==> src/aia_consts.svh <==
// Purpose: Offsets, field positions, reset values for the arithmetic ALU
// Assumes: 32-bit AHB-Lite data, one aligned word per register
// Notes:   Low 12 address bits are decoded; higher bits alias
`ifndef AIA_CONSTS_SVH
`define AIA_CONSTS_SVH

// Register byte offsets
`define AIA_OFF_WREG    12'h000
`define AIA_OFF_MEMB    12'h004
`define AIA_OFF_IMM     12'h008
`define AIA_OFF_FLAGS   12'h00C
`define AIA_OFF_CMD     12'h010

// Decoded address width
`define AIA_ADDR_W      12

// Flag bit positions inside the flag register
`define AIA_FLAG_Z      0
`define AIA_FLAG_C      1
`define AIA_FLAG_AC     2
`define AIA_FLAG_OV     3

// Reset values
`define AIA_BYTE_RST    8'h00
`define AIA_FLAGS_RST   4'h0
`define AIA_OP_RST      4'h0
`define AIA_RDATA_RST   32'h0000_0000

// Bus encodings
`define AIA_HTRANS_SEL  1
`define AIA_HRESP_OKAY  1'b0

`endif

==> src/aia_pkg.sv <==
// Purpose: Types shared by the arithmetic ALU files
// Assumes: Nothing beyond SystemVerilog packages
// Notes:   Opcode codes are the values software writes to the command word
package aia_pkg;

    // Arithmetic command codes
    typedef enum logic [3:0] {
        AIA_ADD_AI  = 4'b0000,
        AIA_ADD_AM  = 4'b0001,
        AIA_ADD_MA  = 4'b0010,
        AIA_ADDC_AM = 4'b0011,
        AIA_ADDC_MA = 4'b0100,
        AIA_ADDC_A  = 4'b0101,
        AIA_ADDC_M  = 4'b0110,
        AIA_SUB_AI  = 4'b0111,
        AIA_SUB_AM  = 4'b1000,
        AIA_SUB_MA  = 4'b1001,
        AIA_SUBC_AM = 4'b1010,
        AIA_SUBC_MA = 4'b1011,
        AIA_SUBC_A  = 4'b1100,
        AIA_SUBC_M  = 4'b1101
    } aia_op_t;

    // Bus slave states
    typedef enum logic [1:0] {
        AIA_BUS_IDLE = 2'b00,
        AIA_BUS_WAIT = 2'b01
    } aia_bus_state_t;

endpackage

==> src/aia_adder.sv <==
// Purpose: Eight-bit adder with two's complement subtract and flags
// Assumes: Purely combinational, registered by the caller
// Notes:   Subtract adds the inverted operand plus inverted carry-in
`timescale 1ns/10ps
module aia_adder (
    input  wire logic [7:0] x_i,
    input  wire logic [7:0] y_i,
    input  wire logic       ci_i,
    input  wire logic       sub_i,
    output logic      [7:0] sum_o,
    output logic            zero_o,
    output logic            carry_o,
    output logic            nib_o,
    output logic            wrap_o
);
    logic [7:0] yy;
    logic       cc;
    logic [8:0] full;
    logic [4:0] low;

    // Operand conditioning and sum; carry out past bit 7 kept apart
    always_comb begin
        yy      = sub_i ? ~y_i : y_i;
        cc      = ci_i ^ sub_i;
        full    = {1'b0, x_i} + {1'b0, yy} + {8'h00, cc};
        low     = {1'b0, x_i[3:0]} + {1'b0, yy[3:0]} + {4'h0, cc};
        sum_o   = full[7:0];
        zero_o  = (full[7:0] == 8'h00);
        carry_o = full[8] ^ sub_i;
        nib_o   = low[4] ^ sub_i;
        wrap_o  = (x_i[7] == yy[7]) && (full[7] != x_i[7]);
    end
endmodule

==> src/aia_top.sv <==
// Purpose: Add/subtract instruction datapath behind an AHB-Lite slave
// Assumes: One master, word transfers, bus signals on clk_i
// Notes:   Writing the command word runs the operation at once
//
// The AHB-Lite register port and the address map were left to the implementer.
`timescale 1ns/10ps
`include "aia_consts.svh"
module aia_top (
    input  wire logic        clk_i,
    input  wire logic        resetn_i,
    input  wire logic        hsel_i,
    input  wire logic [31:0] haddr_i,
    input  wire logic [1:0]  htrans_i,
    input  wire logic        hwrite_i,
    input  wire logic [2:0]  hsize_i,
    input  wire logic [31:0] hwdata_i,
    input  wire logic        hready_i,
    output logic      [31:0] hrdata_o,
    output logic             hreadyout_o,
    output logic             hresp_o,
    output logic      [7:0]  working_register_o,
    output logic      [7:0]  mem_byte_o,
    output logic      [3:0]  flags_o,
    output logic             mem_wr_o
);
    import aia_pkg::*;

    aia_bus_state_t            state;
    aia_bus_state_t            next_state;
    logic [`AIA_ADDR_W-1:0]    addr_q;
    logic [`AIA_ADDR_W-1:0]    next_addr_q;
    logic                      wr_q;
    logic                      next_wr_q;
    logic [7:0]                wreg;
    logic [7:0]                next_wreg;
    logic [7:0]                memb;
    logic [7:0]                next_memb;
    logic [7:0]                imm;
    logic [7:0]                next_imm;
    logic [3:0]                flags;
    logic [3:0]                next_flags;
    logic [3:0]                last_op;
    logic [3:0]                next_last_op;
    logic [31:0]               hrdata;
    logic [31:0]               next_hrdata;
    logic                      hready;
    logic                      next_hready;
    logic                      mem_wr;
    logic                      next_mem_wr;

    logic                      accept;
    logic                      exec_go;
    aia_op_t                   exec_op;
    logic [7:0]                alu_x;
    logic [7:0]                alu_y;
    logic                      alu_ci;
    logic                      alu_sub;
    logic                      dest_mem;
    logic                      op_ok;
    logic [7:0]                alu_sum;
    logic                      alu_zero;
    logic                      alu_carry;
    logic                      alu_nib;
    logic                      alu_wrap;

    // Register readback, narrow values zero-extended, unmapped reads zero
    function automatic logic [31:0] read_word(
        input logic [`AIA_ADDR_W-1:0] a,
        input logic [7:0]             w, m, i,
        input logic [3:0]             f, o
    );
        logic [31:0] r;
        r = 32'h0000_0000;
        case (a)
            `AIA_OFF_WREG:  r = {24'h00_0000, w};
            `AIA_OFF_MEMB:  r = {24'h00_0000, m};
            `AIA_OFF_IMM:   r = {24'h00_0000, i};
            `AIA_OFF_FLAGS: r = {28'h000_0000, f};
            `AIA_OFF_CMD:   r = {28'h000_0000, o};
            default:        r = 32'h0000_0000;
        endcase
        return r;
    endfunction

    // Address phase qualifier and command-launch strobe
    assign accept  = hsel_i && hready_i && htrans_i[`AIA_HTRANS_SEL];
    assign exec_go = (state == AIA_BUS_WAIT) && wr_q &&
                     (addr_q == `AIA_OFF_CMD);
    assign exec_op = aia_op_t'(hwdata_i[3:0]);

    // Operand routing per command
    always_comb begin
        alu_x    = wreg;
        alu_y    = 8'h00;
        alu_ci   = 1'b0;
        alu_sub  = 1'b0;
        dest_mem = 1'b0;
        op_ok    = 1'b1;
        case (exec_op)
            AIA_ADD_AI:  alu_y = imm;
            AIA_ADD_AM:  alu_y = memb;
            AIA_ADD_MA: begin
                alu_y    = memb;
                dest_mem = 1'b1;
            end
            AIA_ADDC_AM: begin
                alu_y  = memb;
                alu_ci = flags[`AIA_FLAG_C];
            end
            AIA_ADDC_MA: begin
                alu_y    = memb;
                alu_ci   = flags[`AIA_FLAG_C];
                dest_mem = 1'b1;
            end
            AIA_ADDC_A:  alu_ci = flags[`AIA_FLAG_C];
            AIA_ADDC_M: begin
                alu_x    = memb;
                alu_ci   = flags[`AIA_FLAG_C];
                dest_mem = 1'b1;
            end
            AIA_SUB_AI: begin
                alu_y   = imm;
                alu_sub = 1'b1;
            end
            AIA_SUB_AM: begin
                alu_y   = memb;
                alu_sub = 1'b1;
            end
            AIA_SUB_MA: begin
                alu_x    = memb;
                alu_y    = wreg;
                alu_sub  = 1'b1;
                dest_mem = 1'b1;
            end
            AIA_SUBC_AM: begin
                alu_y   = memb;
                alu_ci  = flags[`AIA_FLAG_C];
                alu_sub = 1'b1;
            end
            AIA_SUBC_MA: begin
                alu_x    = memb;
                alu_y    = wreg;
                alu_ci   = flags[`AIA_FLAG_C];
                alu_sub  = 1'b1;
                dest_mem = 1'b1;
            end
            AIA_SUBC_A: begin
                alu_ci  = flags[`AIA_FLAG_C];
                alu_sub = 1'b1;
            end
            AIA_SUBC_M: begin
                alu_x    = memb;
                alu_ci   = flags[`AIA_FLAG_C];
                alu_sub  = 1'b1;
                dest_mem = 1'b1;
            end
            default:     op_ok = 1'b0;  // Undefined code runs nothing
        endcase
    end

    // Shared adder
    aia_adder u_adder (
        .x_i     (alu_x),
        .y_i     (alu_y),
        .ci_i    (alu_ci),
        .sub_i   (alu_sub),
        .sum_o   (alu_sum),
        .zero_o  (alu_zero),
        .carry_o (alu_carry),
        .nib_o   (alu_nib),
        .wrap_o  (alu_wrap)
    );

    // Bus slave and register file next values
    always_comb begin
        next_state   = state;
        next_addr_q  = addr_q;
        next_wr_q    = wr_q;
        next_wreg    = wreg;
        next_memb    = memb;
        next_imm     = imm;
        next_flags   = flags;
        next_last_op = last_op;
        next_hrdata  = hrdata;
        next_hready  = hready;
        next_mem_wr  = 1'b0;
        case (state)
            AIA_BUS_IDLE: begin
                if (accept) begin
                    next_state  = AIA_BUS_WAIT;
                    next_addr_q = haddr_i[`AIA_ADDR_W-1:0];
                    next_wr_q   = hwrite_i;
                    next_hready = 1'b0;
                end
            end
            AIA_BUS_WAIT: begin
                next_state  = AIA_BUS_IDLE;
                next_hready = 1'b1;
                if (!wr_q) begin
                    next_hrdata = read_word(addr_q, wreg, memb, imm,
                                            flags, last_op);
                end else begin
                    case (addr_q)
                        `AIA_OFF_WREG:  next_wreg  = hwdata_i[7:0];
                        `AIA_OFF_MEMB:  next_memb  = hwdata_i[7:0];
                        `AIA_OFF_IMM:   next_imm   = hwdata_i[7:0];
                        `AIA_OFF_FLAGS: next_flags = hwdata_i[3:0];
                        `AIA_OFF_CMD: begin
                            next_last_op = hwdata_i[3:0];
                            if (op_ok) begin
                                next_flags[`AIA_FLAG_Z] = alu_zero;
                                next_flags[`AIA_FLAG_C] = alu_carry;
                                next_flags[`AIA_FLAG_AC] = alu_nib;
                                next_flags[`AIA_FLAG_OV] = alu_wrap;
                                if (dest_mem) begin
                                    next_memb   = alu_sum;
                                    next_mem_wr = 1'b1;
                                end else begin
                                    next_wreg = alu_sum;
                                end
                            end
                        end
                        default: next_wreg = wreg;  // Unmapped write ignored
                    endcase
                end
            end
            default: begin
                next_state  = AIA_BUS_IDLE;
                next_hready = 1'b1;
            end
        endcase
    end

    // State registers
    always_ff @(posedge clk_i) begin
        if (!resetn_i) begin
            state   <= AIA_BUS_IDLE;
            addr_q  <= `AIA_OFF_WREG;
            wr_q    <= 1'b0;
            wreg    <= `AIA_BYTE_RST;
            memb    <= `AIA_BYTE_RST;
            imm     <= `AIA_BYTE_RST;
            flags   <= `AIA_FLAGS_RST;
            last_op <= `AIA_OP_RST;
            hrdata  <= `AIA_RDATA_RST;
            hready  <= 1'b1;
            mem_wr  <= 1'b0;
        end else begin
            state   <= next_state;
            addr_q  <= next_addr_q;
            wr_q    <= next_wr_q;
            wreg    <= next_wreg;
            memb    <= next_memb;
            imm     <= next_imm;
            flags   <= next_flags;
            last_op <= next_last_op;
            hrdata  <= next_hrdata;
            hready  <= next_hready;
            mem_wr  <= next_mem_wr;
        end
    end

    // Outputs straight from flops, hresp_o tied to OKAY
    assign hrdata_o           = hrdata;
    assign hreadyout_o        = hready;
    assign hresp_o            = `AIA_HRESP_OKAY;
    assign working_register_o = wreg;
    assign mem_byte_o         = memb;
    assign flags_o            = flags;
    assign mem_wr_o           = mem_wr;
endmodule

==> config.mk <==
export PLATFORM = sky130hd
export DESIGN_NAME = aia_top
export DESIGN_NICKNAME = d
export VERILOG_FILES = /design/src/aia_pkg.sv /design/src/aia_adder.sv /design/src/aia_top.sv
export VERILOG_INCLUDE_DIRS = /design/src
export SDC_FILE = /design/constraint.sdc
export NUM_CORES = 1
export LEC_CHECK = 0
export ABC_AREA = 1
export BUFFER_PORTS_ARGS = -buffer_cell sky130_fd_sc_hd__clkbuf_2
export CAP_MARGIN = 0
export CORE_ASPECT_RATIO = 1.5
export CORE_MARGIN = 10
export CORE_UTILIZATION = 47
export CTS_BUF_LIST = sky130_fd_sc_hd__clkbuf_8
export CTS_CLUSTER_SIZE = 14
export DETAILED_ROUTE_END_ITERATION = 8
export GPL_TIMING_DRIVEN = 0
export PLACE_DENSITY = 0.79
export SLEW_MARGIN = 20
export SYNTH_ARGS = -nofsm -noshare
export SYNTH_HDL_FRONTEND = slang
export SYNTH_SLANG_ARGS = --single-unit
==> constraint.sdc <==
create_clock -name clk_i -period 2.18 [get_ports clk_i]
set_input_delay 0.109 -clock clk_i [delete_from_list [all_inputs] [get_ports clk_i]]
set_output_delay 0.109 -clock clk_i [all_outputs]
set_load 0.01 [all_outputs]
==> results of run 1 <==
-- flip-flops by register name, indices dropped and copies added, names as in the netlist --
signal / flops
addr_q: 12
hrdata_o: 8
imm: 8
mem_byte_o: 8
working_register_o: 8
flags_o: 4
last_op: 4
hreadyout_o: 1
mem_wr_o: 1
state: 1
wr_q: 1
-- critical path, cell delays in order (launching register included) --
cell and delay, ns:
dfxtp_4 0.37, a21boi_4 0.16, o21ai_2 0.08, xor2_2 0.16
fa_2 0.35, inv_2 0.08, fa_2 0.45, nor2_2 0.13
nand4_1 0.10, nor2_1 0.12, nand3_1 0.11, a21oi_1 0.14
-- path summary, 6_finish.rpt --
check                       endpoint  slack, ns  depth (start not counted)
max          flags_o[0]$_SDFFE_PN0P_      -0.15                         11
min           addr_q[9]$_SDFFE_PN0P_      0.001                          3
max reg2reg  flags_o[0]$_SDFFE_PN0P_      -0.15                         11
min reg2reg  last_op[0]$_SDFFE_PN0P_       0.46                          2
-- final cells by class --
class,count,area share (%)
Buffer,38,5.55
Clock buffer,5,1.45
Clock inverter,3,1.45
Inverter,66,5.53
Multi-Input combinational cell,457,50.8
Sequential cell,56,23.8
Tap cell,102,2.68
Timing Repair Buffer,67,8.79
-- logic make-up (layout without fill, tap and decap cells) --
family	count (synthesis)	in the layout	share of synthesized area (%)
AND/OR/NAND/NOR	317	317	36.1
buffers and inverters	104	179	13.8
flip-flops	56	56	30.5
other	1	25	0.102
AO/OA/AOI/OAI	95	95	13.4
XOR/XNOR	10	10	2.38
adder cells (fa/ha/maj)	10	10	3.81
-- repair_timing --
| action | 4_1_cts | 5_1_grt |
|---|---|---|
| setup endpoints to repair | 18 | 18 |
| hold buffers | 1 | 0 |
| resized for setup | 31 | 50 |
| buffers inserted | 5 | 6 |
| endpoints found under the hold margin | 1 | 0 |
| gates cloned | 0 | 0 |
| pin swaps | 10 | 28 |
-- layer usage --
| layer | share of wire (%) | global-route usage, % | up-vias |
|---|---|---|---|
| met5 | 0 | 0 | - |
| met4 | 5.0 | 10.3 | 0 |
| met3 | 7.0 | 3.90 | 50 |
| met2 | 51 | 36.5 | 186 |
| met1 | 37 | 19.9 | 1822 |
| li1 | - | - | 2011 |
-- where the power goes --
part           internal (mW)  total [mW]  switching (mW)  leakage (nW)
Combinational          0.188       0.511           0.323          1.84
Sequential              1.04        1.05         0.00903         0.456
Clock                  0.463       0.838           0.375        0.0687
-- cell usage after synthesis (7+ instances only) --
cell | number | area, sq um
nand2_1 | 164 | 616
nor2_1 | 95 | 357
inv_1 | 60 | 225
dfxtp_1 | 56 | 1120
o21ai_0 | 53 | 265
nand3_1 | 36 | 180
a21oi_1 | 28 | 140
buf_4 | 27 | 203
xor2_1 | 10 | 87.6
ha_1 | 8 | 100
o21ai_1 | 8 | 40.0
clkbuf_1 | 7 | 26.3
-- stage by stage --
stage                     setup WS (ns)  cell area [sq um]  setup TNS (ns)
after floorplan                 0.00633               3840               0
after global placement           -0.768               4250          -11.03
after detailed placement         -0.779               4250          -11.50
after CTS                        -0.126               4520          -0.275
after global routing             -0.299               4750           -1.73
final                            -0.146               4750          -0.338
-- cells in the final DEF (no fill, tap or decap), types with 7 or more instances in the layout --
master and n:
nand2_1 147, nor2_1 88, inv_1 56, dfxtp_1 51, clkbuf_2 51, o21ai_0 46, buf_4 35, nand3_1 30
a21oi_1 26, conb_1 25, nand2_2 16, o21ai_1 8, o21ai_2 7, clkbuf_8 7
==> run metrics, run 1 <==
status complete, but fails checks; failing checks setup timing; CTS tree done; Final Cycle Share 107%; non-filler instance count after layout 794; CTS Buffer Depth 2; Relative slew margins 55.1%; root buffer cell clkbuf_8; PD cells 504 nW/um^2; post-DR wirelength/cell 15.2 microns; hold_sp haddr_i[9]; DR vias 4069; Tightest Hold Check Type primary input to flop; Crit Path Max Fanout 2; unrepaired setup endpoints after global routing yes; EDFF count, synth 0; DRC 0; Post-Syn Area per Cell 6.21 sq um; CP required 2.44 ns; HPWL after detailed placement 9510 microns; cell area after synthesis 3680 sq um; Yosys reg bits 56; Worst R2R Start flags_o[1]$_SDFFE_PN0P_; Via density 5.12; I/O pins 129; Yosys cell types 32; cells after synthesis 593; ys flop type dfxtp_1; die height 128 microns; dpl cells 774; TritonCTS buffer count 5; Final Hold Vio Count 0; pin count of the biggest net entering global routing 19; port buffer count 55; Final ANT Viol Nets 0; Max IR drop VDD 508 uV; Worst Skew 0.0105 ns; synth warn 0; Diodes inserted 0; RD Place Congestion 0.917; CTS sink cnt 56; Slew Limit Fails 0; initial antenna violation count 0; multi-input logic area 2410 sq um; endpoints failing setup 7; Pwr Total 2.40 mW; final worst hold slack 0.00124 ns; Detailed Route Iter0 Violations 328; chip width 92.3 microns; ratio of cells with drive above 1 in the final layout 26.7%; CTS H-Tree Depth 2; final core area utilization 62.5%; fill count 723; Fmax 430 MHz; Worst setup startpoint flags_o[1]$_SDFFE_PN0P_; Overflow after GRT 0; Initial Util 48.4%; # rows 39; Final Net Count 775; Area Overhead vs Synth 29.2%; clk_lat worst skew 0.33 ns; max-cap viol count 0; Startpoint Class flop; async set-reset flop share out of synthesis 0%; drt total wl 12100 microns; first-pass GRT wire length 18900 microns; Leak 2.37 nW; Placeable Area 7610 sq um; Crit Path Category flop to flop; GRT Total Usage 19.5%; Reg area 1130 sq um; CP Data Arrival Time 2.59 ns; sequential area share after synthesis 30.5%; Period minus WS final 2.33 ns; Worst Setup End Kind flop; clk slew on worst S/H paths 0.11 ns; worst setup margin -0.146 ns; die area 11800 sq um; via count of the first global-routing pass 3917; Worst-Margin Slew 0.673 ns; DR pass1 iterations 8
Note: power is estimated with default switching activity, not from simulation.
==> run 2, diff against run 1 <==
--- a/config.mk
+++ b/config.mk
@@ -17,6 +17,7 @@
 export DETAILED_ROUTE_END_ITERATION = 8
 export GPL_TIMING_DRIVEN = 0
 export PLACE_DENSITY = 0.79
+export SETUP_SLACK_MARGIN = 0.5
 export SLEW_MARGIN = 20
 export SYNTH_ARGS = -nofsm -noshare
 export SYNTH_HDL_FRONTEND = slang
==> run 2 against run 1 <==
  * The flow still finishes with violations (setup timing)
  * Fmax decreased by 1.3%
  * Final cell count increased by 1.4%
  * Sequential share of layout area decreased by 0.57 points
  * First-iteration DRC count increased by 0.30%
  * Clock skew about the same
  * Global-route usage increased by 0.23 points
  * Total power decreased by 3.8%
  * Sequential power about the same
==> run metrics, run 2 (synthesis results as in run 1) <==
CTS tree done; CTS sink cnt 56 (unchanged); Placeable Area 7610 sq um (unchanged); CTS Buffer Depth 2 (unchanged); Comb power frac 24.3% (+3.0 points); Slew Limit Fails 0 (unchanged); PD cells 472 nW/um^2 (-6.3%); Period minus WS final 2.36 ns (+0.0304 ns); worst reg2reg path depth 14 (+3); HPWL after detailed placement 9390 microns (-1.2%); post-DR wirelength/cell 15.1 microns (-1.1%); die height 128 microns (unchanged); DR pass1 iterations 6 (-2); max reg flops 12 (unchanged); Detailed Route Iter0 Violations 329 (+0.30%); I/O pins 129 (unchanged); switching part of the total 31.0% (+1.5 points); root buffer cell clkbuf_8; Largest Register addr_q; Max IR drop VDD 484 uV (-4.7%); Fmax 424 MHz (-1.3%); Via density 5.13 (+0.14%); fill count 726 (+0.41%); Crit Path Category flop to flop; failing checks setup timing; Final Cycle Share 108% (+1.4 points); RD Place Congestion 0.940 (+2.5%); CP required 2.44 ns (about the same); Reg area 1130 sq um (+0.22%); initial antenna violation count 0 (unchanged); multi-input logic area 2490 sq um (+3.1%); Initial Util 48.4% (unchanged); dpl cells 774 (unchanged); CTS H-Tree Depth 2 (unchanged); unrepaired setup endpoints after global routing yes; Diodes inserted 0 (unchanged); final worst hold slack 0.0104 ns (+0.00915 ns); CP Data Arrival Time 2.62 ns (+0.03 ns); GRT Total Usage 19.8% (+0.23 points); clock share of power 30.3% (-4.7 points); Worst Setup End Kind flop; ratio of cells with drive above 1 in the final layout 30.6% (+3.8 points); Overflow after GRT 0 (unchanged); drt total wl 12100 microns (+0.26%); chip width 92.3 microns (unchanged); first-pass GRT wire length 19100 microns (+0.87%); Crit Path Max Fanout 4 (+2); most frequent cells in the layout nand2_1 (141), nor2_1 (79), inv_1 (52), clkbuf_2 (52), dfxtp_1 (51); Tightest Hold Check Type primary input to flop; Worst Skew 0.0110 ns (+0.000457 ns); worst setup margin -0.176 ns (-0.0304 ns); leading cell type in the layout, fill and taps excluded nand2_1; Net Sw Power 0.716 mW (+1.2%); Leak 2.43 nW (+2.5%); TritonCTS buffer count 5 (unchanged); Relative slew margins 58.0% (+2.9 points); Worst-Margin Slew 0.631 ns (-0.0428 ns); # rows 39 (unchanged); Final Net Count 786 (+1.4%); Internal 1.59 mW (-5.8%); pin count of the biggest net entering global routing 18 (-1); via count of the first global-routing pass 3986 (+1.8%); status complete, but fails checks; max-cap viol count 0 (unchanged); clk_lat worst skew 0.32 ns (about the same); Final ANT Viol Nets 0 (unchanged); DR vias 4131 (+1.5%); total negative slack -0.703 ns (-0.365 ns); endpoints failing setup 9 (+2); port buffer count 55 (unchanged); die area 11800 sq um (unchanged); DRC 0 (unchanged); register share of total power 45.4% (+1.7 points); non-filler instance count after layout 805 (+1.4%); Final Hold Vio Count 0 (unchanged); Area Overhead vs Synth 32.6%; Startpoint Class flop; hold path cells 3 (unchanged); clk slew on worst S/H paths 0.11 ns (about the same)
-- run 2: path summary, 6_finish.rpt --
check	slack, ns	endpoint	start
max	-0.18	flags_o[0]$_SDFFE_PN0P_	flags_o[1]$_SDFFE_PN0P_
min	0.01	addr_q[8]$_SDFFE_PN0P_	haddr_i[8]
max reg2reg	-0.18	flags_o[0]$_SDFFE_PN0P_	flags_o[1]$_SDFFE_PN0P_
min reg2reg	0.46	last_op[2]$_SDFFE_PN0P_	last_op[2]$_SDFFE_PN0P_
-- run 2: stage by stage --
stage | power, mW | area [sq um] | setup WS (ns) | utilization [%]
floorplan | 1.38 | 3880 | 0.0187 | -
global placement | 1.50 | 4280 | -0.689 | 56.3
detailed placement | 1.50 | 4280 | -0.704 | 56.3
CTS | 2.26 | 4650 | -0.0956 | 61.1
global route | 2.41 | 4880 | -0.254 | 64.1
finish | 2.31 | 4880 | -0.176 | 64.1
-- run 2: cell type report --
class,count,area share [%]
sequential,56,23.2
tap,102,2.61
multi-input combinational,457,51.0
buffer,38,5.41
clock inverter,3,0.871
inverter,66,5.33
clock buffer,5,1.41
timing repair buffer,78,10.2
-- run 2: repair_timing --
action / in CTS / in global routing
hold buffers: 0 / 0
gates resized for setup: 50 / 43
endpoints found under the setup margin: 34 / 34
setup buffers: 11 / 12
pin swaps: 26 / 33
-- run 2: worst max-delay path: stages (launching register included) --
cell      delay, ns
dfxtp_4        0.37
a21boi_4       0.17
o21ai_2        0.09
xor2_2         0.15
fa_2           0.22
inv_2          0.05
fa_2           0.38
buf_4          0.15
nand2_2        0.06
nand3_1        0.08
nand2_1        0.12
nand2_2        0.07
nor2_1         0.14
nand3_2        0.11
a21oi_2        0.13
-- run 2: power groups by stage --
stage / registers (mW) / logic [mW] / clock network (mW)
after floorplan: 1.07 / 0.310 / 0
after global placement: 1.07 / 0.424 / 0
after detailed placement: 1.07 / 0.429 / 0
after CTS: 1.05 / 0.499 / 0.714
after global routing: 1.05 / 0.609 / 0.747
final: 1.05 / 0.559 / 0.700
-- run 2: routing by layer --
| metal | up-vias | GRT usage [%] | routed length [microns] |
|---|---|---|---|
| met1 | 1853 | 20.1 | 4430 |
| li1 | 2045 | - | - |
| met2 | 182 | 36.8 | 6310 |
| met4 | 0 | 10.6 | 599 |
| met3 | 51 | 4.13 | 778 |
| met5 | - | 0 | 0 |
